==> config.mk <==
export PLATFORM = sky130hd
export DESIGN_NAME = lbm_power_ctl
export DESIGN_NICKNAME = d
export VERILOG_FILES = /design/src/lbm_pkg.sv /design/src/lbm_power_ctl.sv /design/src/level_sync.sv
export SDC_FILE = /design/constraint.sdc
export NUM_CORES = 1
export LEC_CHECK = 0
export BUFFER_PORTS_ARGS = -buffer_cell sky130_fd_sc_hd__buf_2
export CELL_PAD_IN_SITES_DETAIL_PLACEMENT = 0
export CELL_PAD_IN_SITES_GLOBAL_PLACEMENT = 2
export CORE_MARGIN = 1.5
export CORE_UTILIZATION = 37
export CTS_BUF_LIST = sky130_fd_sc_hd__clkbuf_4 sky130_fd_sc_hd__clkbuf_8
export CTS_CLUSTER_DIAMETER = 120
export DETAILED_ROUTE_END_ITERATION = 8
export GPL_ROUTABILITY_DRIVEN = 0
export GPL_TIMING_DRIVEN = 0
export PLACE_DENSITY = 0.83
export REMOVE_ABC_BUFFERS = 1
export SLEW_MARGIN = 20
export SYNTH_ARGS = -nofsm -noshare
export SYNTH_HDL_FRONTEND = slang
export SYNTH_SLANG_ARGS = --single-unit
==> constraint.sdc <==
create_clock -name clk_sys -period 2.2 [get_ports clk_sys]
set_input_delay 0.11 -clock clk_sys [delete_from_list [all_inputs] [get_ports clk_sys]]
set_output_delay 0.11 -clock clk_sys [all_outputs]
set_load 0.01 [all_outputs]
==> src/lbm_pkg.sv <==
// package of constants and types for the led bypass power-up control block
// What this block does
// - load defaults before accepting any command
// - all twelve bypass switches closed after reset
// - switches stay closed until host enables dimming
// - supply and core undervoltage together restore defaults
// - open switch lights led, closed switch shunts
// - go-enable at 0x01 resets zero, gates switches
// - spread spectrum paused during serial transactions
// - external clock drives pwm and uart timing
// - spread spectrum only on charge-pump clock
// - fault output pulled low while any fault
// - clock output drives internal or passes external
// - external clock input optional, syncs device
// - device identifier taken from resistor pin level
// - resistor pin decodes to sixteen levels, four bits
// - missing external clock falls back to internal
package lbm_pkg;
   localparam int         N_SWITCH        = 12;
   localparam int         ID_W            = 4;
   localparam logic [7:0] ADDR_SWITCH_GO  = 8'h01;
   localparam logic [7:0] ADDR_CLOCK_CFG  = 8'h02;
   localparam int         GO_EN_BIT       = 0;
   localparam int         PWM_CLK_LSB     = 0;
   localparam logic [7:0] SWITCH_GO_RESET = 8'h00;
   localparam logic [7:0] CLOCK_CFG_RESET = 8'h00;
   // clock source / clock output selections
   localparam logic [1:0] PWM_CLK_INT      = 2'h0;
   localparam logic [1:0] PWM_CLK_INT_OUT  = 2'h1;
   localparam logic [1:0] PWM_CLK_EXT      = 2'h2;
   localparam logic [1:0] PWM_CLK_EXT_THRU = 2'h3;
   // timing
   localparam int         CLK_PERIOD_NS   = 10;
   localparam int         EXT_MISS_NS     = 4000;
   localparam int         EXT_MISS_CYC    = EXT_MISS_NS / CLK_PERIOD_NS;
   localparam int         ID_SETTLE_CYC   = 4;
   typedef struct packed {
      logic            bcast;
      logic [ID_W-1:0] dev_id;
      logic            write;
      logic [7:0]      addr;
      logic [7:0]      wdata;
   } cmd_t;
   typedef enum logic {st_init, st_run} ctl_state_t;
endpackage

==> src/lbm_power_ctl.sv <==
// led bypass switch power-up, clock source and id control
`timescale 1ns/10ps
module lbm_power_ctl #(
   parameter bit SPREAD_VARIANT = 1'b1 // charge pump spreading fitted
) (
   input  wire logic                          clk_sys,          // system clock
   input  wire logic                          resetn,           // power-on reset, active low
   input  wire logic                          input_supply_low, // supply below reset level
   input  wire logic                          core_supply_undervoltage, // core below uvlo
   input  wire logic [lbm_pkg::ID_W-1:0]      id_resistor_pin,  // decoded resistor level
   input  wire logic                          ext_clock_in,     // optional external clock
   input  wire logic                          int_osc_tick,     // internal oscillator tick
   input  wire logic                          int_osc_level,    // internal oscillator level
   input  wire logic                          uart_busy,        // serial transaction active
   input  wire logic                          cmd_valid,        // decoded command strobe
   input  wire lbm_pkg::cmd_t                 cmd,              // decoded command
   input  wire logic [lbm_pkg::N_SWITCH-1:0]  switch_open_req,  // pwm engine open request
   input  wire logic [4:0]                    fault_flags,      // fault conditions
   output logic                               cmd_ready,        // commands accepted
   output logic                               rd_valid,         // read data pulse
   output logic [7:0]                         rd_data,          // read data
   output logic [lbm_pkg::N_SWITCH-1:0]       bypass_close,     // 1 closes bypass switch
   output logic                               timing_tick,      // pwm and uart time base
   output logic                               cp_spread_en,     // charge pump spreading
   output logic                               clock_out_pin,    // clock output level
   output logic                               fault_n_pin_o,    // open-drain drive value
   output logic                               fault_n_pin_oe_n, // low while pulling low
   output logic [lbm_pkg::ID_W-1:0]           dev_id            // captured device id
);
   import lbm_pkg::*;

   logic [ID_W+2:0] sync_q;
   logic            ext_q, ext_q_d, ext_rise, ext_ok, use_ext, uvlo_reset, hit;
   logic [ID_W-1:0] id_q;
   logic [15:0]     miss_cnt, next_miss_cnt;
   logic            next_ext_q_d;
   ctl_state_t      state, next_state;
   logic [2:0]      settle, next_settle;
   logic [7:0]      switch_go, next_switch_go, clock_cfg, next_clock_cfg;
   logic [ID_W-1:0] next_dev_id;
   logic            next_rd_valid;
   logic [7:0]      next_rd_data;
   logic [N_SWITCH-1:0] next_bypass_close;
   logic            next_timing_tick, next_cp_spread_en, next_clock_out, next_fault_oe_n;

   level_sync #(.W(ID_W + 3)) level_sync_inst (
      .clk_sys (clk_sys),
      .resetn  (resetn),
      .d       ({ext_clock_in, input_supply_low, core_supply_undervoltage, id_resistor_pin}),
      .q       (sync_q)
   );

   // pin views and derived conditions
   assign ext_q      = sync_q[ID_W+2];
   assign uvlo_reset = sync_q[ID_W+1] & sync_q[ID_W];
   assign id_q       = sync_q[ID_W-1:0];
   assign ext_rise   = ext_q & ~ext_q_d;
   assign ext_ok     = miss_cnt < 16'(EXT_MISS_CYC);
   assign use_ext    = clock_cfg[PWM_CLK_LSB+1] & ext_ok;
   assign hit        = cmd.bcast | (cmd.dev_id == dev_id);
   assign cmd_ready  = (state == st_run);
   assign fault_n_pin_o = 1'b0;

   // external clock presence watchdog
   always_comb begin
      next_ext_q_d  = ext_q;
      next_miss_cnt = miss_cnt;
      if (ext_rise) begin
         next_miss_cnt = '0;
      end else if (ext_ok) begin
         next_miss_cnt = miss_cnt + 16'h0001;
      end
   end

   // state, registers, identifier capture and reads
   always_comb begin
      next_state     = state;
      next_settle    = settle;
      next_switch_go = switch_go;
      next_clock_cfg = clock_cfg;
      next_dev_id    = dev_id;
      next_rd_valid  = 1'b0;
      next_rd_data   = rd_data;
      if (uvlo_reset) begin
         next_state     = st_init;
         next_settle    = '0;
         next_switch_go = SWITCH_GO_RESET;
         next_clock_cfg = CLOCK_CFG_RESET;
      end else begin
         case (state)
            st_init: begin
               if (settle == 3'(ID_SETTLE_CYC)) begin
                  next_dev_id = id_q;
                  next_state  = st_run;
               end else begin
                  next_settle = settle + 3'h1;
               end
            end
            st_run: begin
               if (cmd_valid && hit && cmd.write) begin
                  if (cmd.addr == ADDR_SWITCH_GO) begin
                     next_switch_go = cmd.wdata;
                  end else if (cmd.addr == ADDR_CLOCK_CFG) begin
                     next_clock_cfg = cmd.wdata;
                  end
               end else if (cmd_valid && !cmd.bcast && cmd.dev_id == dev_id) begin
                  next_rd_valid = 1'b1;
                  if (cmd.addr == ADDR_SWITCH_GO) begin
                     next_rd_data = switch_go;
                  end else if (cmd.addr == ADDR_CLOCK_CFG) begin
                     next_rd_data = clock_cfg;
                  end else begin
                     next_rd_data = 8'h00;
                  end
               end
            end
            default: next_state = st_init;
         endcase
      end
   end

   // outputs toward switches, timing and pins
   always_comb begin
      // closed until go is set, then follow pwm
      next_bypass_close = switch_go[GO_EN_BIT] ? ~switch_open_req : {N_SWITCH{1'b1}};
      // unspread source selects time base
      next_timing_tick  = use_ext ? ext_rise : int_osc_tick;
      next_cp_spread_en = SPREAD_VARIANT & ~uart_busy;
      next_fault_oe_n   = ~(|fault_flags);
      case (clock_cfg[PWM_CLK_LSB +: 2])
         PWM_CLK_INT_OUT:  next_clock_out = int_osc_level;
         PWM_CLK_EXT_THRU: next_clock_out = ext_q;
         default:          next_clock_out = 1'b0;
      endcase
   end

   always_ff @(posedge clk_sys or negedge resetn) begin
      if (!resetn) begin
         ext_q_d          <= 1'b0;
         miss_cnt         <= 16'(EXT_MISS_CYC);
         state            <= st_init;
         settle           <= '0;
         switch_go        <= SWITCH_GO_RESET;
         clock_cfg        <= CLOCK_CFG_RESET;
         dev_id           <= '0;
         rd_valid         <= 1'b0;
         rd_data          <= 8'h00;
         bypass_close     <= {N_SWITCH{1'b1}};
         timing_tick      <= 1'b0;
         cp_spread_en     <= 1'b0;
         clock_out_pin    <= 1'b0;
         fault_n_pin_oe_n <= 1'b1;
      end else begin
         ext_q_d          <= next_ext_q_d;
         miss_cnt         <= next_miss_cnt;
         state            <= next_state;
         settle           <= next_settle;
         switch_go        <= next_switch_go;
         clock_cfg        <= next_clock_cfg;
         dev_id           <= next_dev_id;
         rd_valid         <= next_rd_valid;
         rd_data          <= next_rd_data;
         bypass_close     <= next_bypass_close;
         timing_tick      <= next_timing_tick;
         cp_spread_en     <= next_cp_spread_en;
         clock_out_pin    <= next_clock_out;
         fault_n_pin_oe_n <= next_fault_oe_n;
      end
   end
endmodule

==> src/level_sync.sv <==
// three-stage input synchroniser with agreement filter
`timescale 1ns/10ps
module level_sync #(
   parameter int W = 1
) (
   input  wire logic         clk_sys, // system clock
   input  wire logic         resetn,  // async reset, active low
   input  wire logic [W-1:0] d,       // asynchronous inputs
   output logic      [W-1:0] q        // filtered synchronous level
);
   logic [W-1:0] s1, s2, s3;
   logic [W-1:0] next_q;

   // a bit changes only once stages two and three agree
   always_comb begin
      for (int i = 0; i < W; i++) begin
         next_q[i] = (s2[i] == s3[i]) ? s3[i] : q[i];
      end
   end

   always_ff @(posedge clk_sys or negedge resetn) begin
      if (!resetn) begin
         s1 <= '0;
         s2 <= '0;
         s3 <= '0;
         q  <= '0;
      end else begin
         s1 <= d;
         s2 <= s1;
         s3 <= s2;
         q  <= next_q;
      end
   end
endmodule
==> metrics list <==
- Number of placed I/O pins: 83
- Std-Cell Core Area: between 0.009 and 0.01 mm^2
* Synth cell types: between 40 and 50
- Time the worst path needs with I/O delays and setup: around 1.8 ns
- Nets: 422
- Final core utilization: between 40% and 50%
- Number of clock sinks: 94
* Maximum buffer depth of the clock tree: 2
- The detail route stage leaves a number of antenna-violating nets equal to 0.
- Post-Syn Area per Cell: around 14 um^2
* Fraction of the cycle the final worst path needs: just over 80%
- Including well taps, the total number of placed cells is 459.
* Routed vias: 2432
* Post-route non-filler standard cell count: 502
- In this run the static leakage power is approximately 2.1 nW.
* Layout cell share with drive strength beyond 1: 36.6%
- Broken down by cell family, the worst path's largest delay share belongs to simple AND/OR/NAND/NOR gates.
* Die height: between 100 and 150 um
* Worst Setup Slack post-DPL: about 0.32 ns
- Of all flip-flops after synthesis, the portion carrying an async set or reset was 100%.
- The initialized floorplan defines 35 standard-cell rows.
* Post-Syn Area: 0.00356 mm^2
* Sequential share of the synthesized area: 66.5%
- For this run, the detailed router's first-pass iteration total came to 4.
* Starting utilization of the core area: 38.4%
* Post-synth EDFFs: 0
- The Yosys step of the flow raised 0 warnings.
- After the first detailed-routing iteration, the DRC count stood at 90.
- For this design the ratio of total power to cell area is approximately 790 mW/mm^2.
- Cell-by-cell trace of the critical path: xnor2_1, nand4_1, nor2_2, mux2_2
* Cell at the root of the clock tree: clkbuf_8
- Max transition margin: slightly above 50%
* Max Cap Violations: 0
* Die outline area: a little over 0.01 mm^2
* Run status: complete, no violations
- Together, buffers and inverters on the worst path number 0.
* Number of antenna violations at the first check in global routing: 1
- Endpoint required time on the critical path: 2.45 ns
- Path class of the lowest-slack min-delay path: in2reg
- In the global route stage, overall resource usage came out at roughly 15%.
- Aggregate routed wire length: between 7 and 8 mm
* Max-slew violations: 0
- After clock tree synthesis, the clock-pin slew on the worst setup and hold paths is ~0.10 ns.
* DRC violations left: 0
- Slowest stage cell, crit path: nor2_2
- Most used flip-flop cell after synthesis: dfrtp_1
- Flops & latches, synth: 94
* Final total negative setup slack: 0 ns
- The critical path is of the reg2reg type.
* Remaining Overflow, GRT: 0
* Min-Delay Startpoint: cmd[2]
- Largest net degree at the start of global routing: 58
* Endpoints failing hold: 0
- Kind of launch point of the worst setup path: register
* Setup Skew: 0.0111 ns
- Worst setup path start: dev_id[2]
* Via count of the first global-routing pass: approximately 2500
- Critical Path Sink Type: register
- Counting the buffers created by CTS gives 9.
* Worst Path Arrival: between 2 and 2.5 ns
- TritonCTS built the clock tree.
- Post-route worst setup slack: around 0.38 ns
- For this run, the top clock speed supported by timing is between 500 and 600 MHz.
* Horizontal die dimension: 101 um
- WL/cell: around 14 um
- CTS H-tree depth: 3
- Setup repair after global routing missed its margin: no
- Via density: between 4 and 5
- Syn Inst Count: ~260
- For the pin with the worst max-slew slack, the measured transition is approximately 0.72 ns.
* Wire length of the first global-routing pass: between 10 and 15 mm
* Detailed-placement wirelength estimate: 4.84 mm
* Worst Path Max Fanout: 9
- Port Buf Inserts: 81
* Area overhead of the layout relative to synthesis: 28.8%
- Startpoint of the worst-slack reg-to-reg timing path: dev_id[2]
- Worst IR Drop VDD: 0.431 mV
* Setup-violating endpoint count in the final report: 0
* Stage delay of the slowest cell on the critical path: approximately 0.49 ns
* Clock insertion delay at the later pin of the skew report: 0.37 ns
worst paths after layout:
| check | end | depth (start not counted) | slack (ns) |
|---|---|---|---|
| worst min register to register | level_sync_inst.s2[1] | 0 | 0.36 |
| worst min-delay path | clock_cfg[2] | 2 | 0.009 |
| min in group asynchronous | level_sync_inst.s2[0] | 2 | 0.19 |
| worst max-delay path | rd_data[0] | 4 | 0.38 |
| max in group asynchronous | miss_cnt[4] | 3 | 1.36 |
| worst max register to register | rd_data[0] | 4 | 0.38 |
timing repair:
| action | in CTS | in global routing |
|---|---|---|
| setup buffers | 0 | 0 |
| hold endpoints to repair | 74 | 0 |
| hold buffers | 26 | 0 |
| gates resized for setup | 0 | 0 |
cell families (layout without fill, tap and decap cells):
kind of cell | count (synthesis) | after routing | share of synthesized area [%]
flip-flops | 94 | 94 | 66.5
other | 1 | 2 | 0.105
multiplexers | 14 | 14 | 4.39
AND/OR/NAND/NOR | 80 | 80 | 13.0
adder cells (fa/ha/maj) | 10 | 10 | 3.02
AO/OA/AOI/OAI | 37 | 37 | 9.51
buffers and inverters | 12 | 128 | 1.47
XOR/XNOR | 8 | 8 | 1.97
synthesized netlist by cell type, types with 2 or more instances:
master | number | area [um^2]
a221o_1 | 2 | 20.0
inv_1 | 4 | 15.0
a21oi_1 | 4 | 20.0
a32o_1 | 16 | 160
buf_2 | 2 | 10.0
and3_1 | 2 | 12.5
nor3_1 | 2 | 10.0
a22o_1 | 8 | 70.1
nand2_1 | 24 | 90.1
nand4b_1 | 2 | 17.5
nand4_1 | 4 | 25.0
o211ai_1 | 3 | 22.5
dfrtp_1 | 78 | 1950
xor2_1 | 2 | 17.5
clkbuf_1 | 3 | 11.3
mux2_2 | 13 | 146
nor2b_1 | 2 | 12.5
nor2_1 | 17 | 63.8
dfstp_2 | 16 | 420
maj3_1 | 7 | 70.1
ha_1 | 3 | 37.5
nor4_4 | 2 | 42.5
nand3_1 | 2 | 10.0
or4_1 | 5 | 37.5
and2_1 | 9 | 56.3
xnor2_1 | 6 | 52.6
area by class of cell:
type | count | area, um^2
fillers | 847 | 4690
flip-flops and latches | 94 | 2370
multi-input cells | 150 | 1140
repair buffers | 108 | 699
well taps | 129 | 161
clock buffers | 9 | 124
clock inverters | 7 | 73.8
inverters | 4 | 15.0
diodes | 1 | 2.50
metal layers:
layer | global-route usage [%] | share of wire, % | vias up
met5 | 0 | 0 | -
met3 | 4.62 | 5.6 | 10
met4 | 5.77 | 1.5 | 0
met1 | 19.0 | 44 | 1204
li1 | - | - | 1151
met2 | 25.4 | 49 | 67
where the power goes:
part           internal, mW  switching (mW)
Combinational         0.267           0.275
Sequential             1.86           0.119
Clock                 0.450           0.666
Total                  2.58            1.06
metrics by stage:
stage | cell area (um^2) | hold slack [ns] | power, mW
after floorplan | 3530 | -0.186 | 2.31
after global placement | 4090 | 0.218 | 2.50
after detailed placement | 4130 | 0.0363 | 2.53
after CTS | 4590 | 0.00404 | 3.69
after global routing | 4590 | 0.00923 | 3.85
final | 4590 | 0.00859 | 3.64
state kept, by name (all words and copies together) (netlist names):
| name | cells |
|---|---|
| rd_data | 8 |
| rd_valid | 1 |
| bypass_close | 12 |
| fault_n_pin_oe_n | 1 |
| cp_spread_en | 1 |
| clock_out_pin | 1 |
| settle | 3 |
| dev_id | 4 |
| level_sync_inst.s2 | 7 |
| ext_q_d | 1 |
| timing_tick | 1 |
| switch_go | 8 |
| clock_cfg | 8 |
| level_sync_inst.s1 | 7 |
| cmd_ready | 1 |
| level_sync_inst.q | 7 |
| level_sync_inst.s3 | 7 |
| miss_cnt | 16 |
cell usage in the layout, fill, tap and decap left out, types with 5 or more instances in the layout:
cell / instances
a22o_1: 8
a32o_1: 16
and2_1: 9
buf_2: 80
clkbuf_8: 9
dfrtp_1: 78
dfstp_2: 16
dlygate4sd3_1: 26
maj3_1: 7
mux2_2: 13
nand2_1: 24
nor2_1: 16
or4_1: 5
xnor2_1: 6
Note: power is estimated with default switching activity, not from simulation.
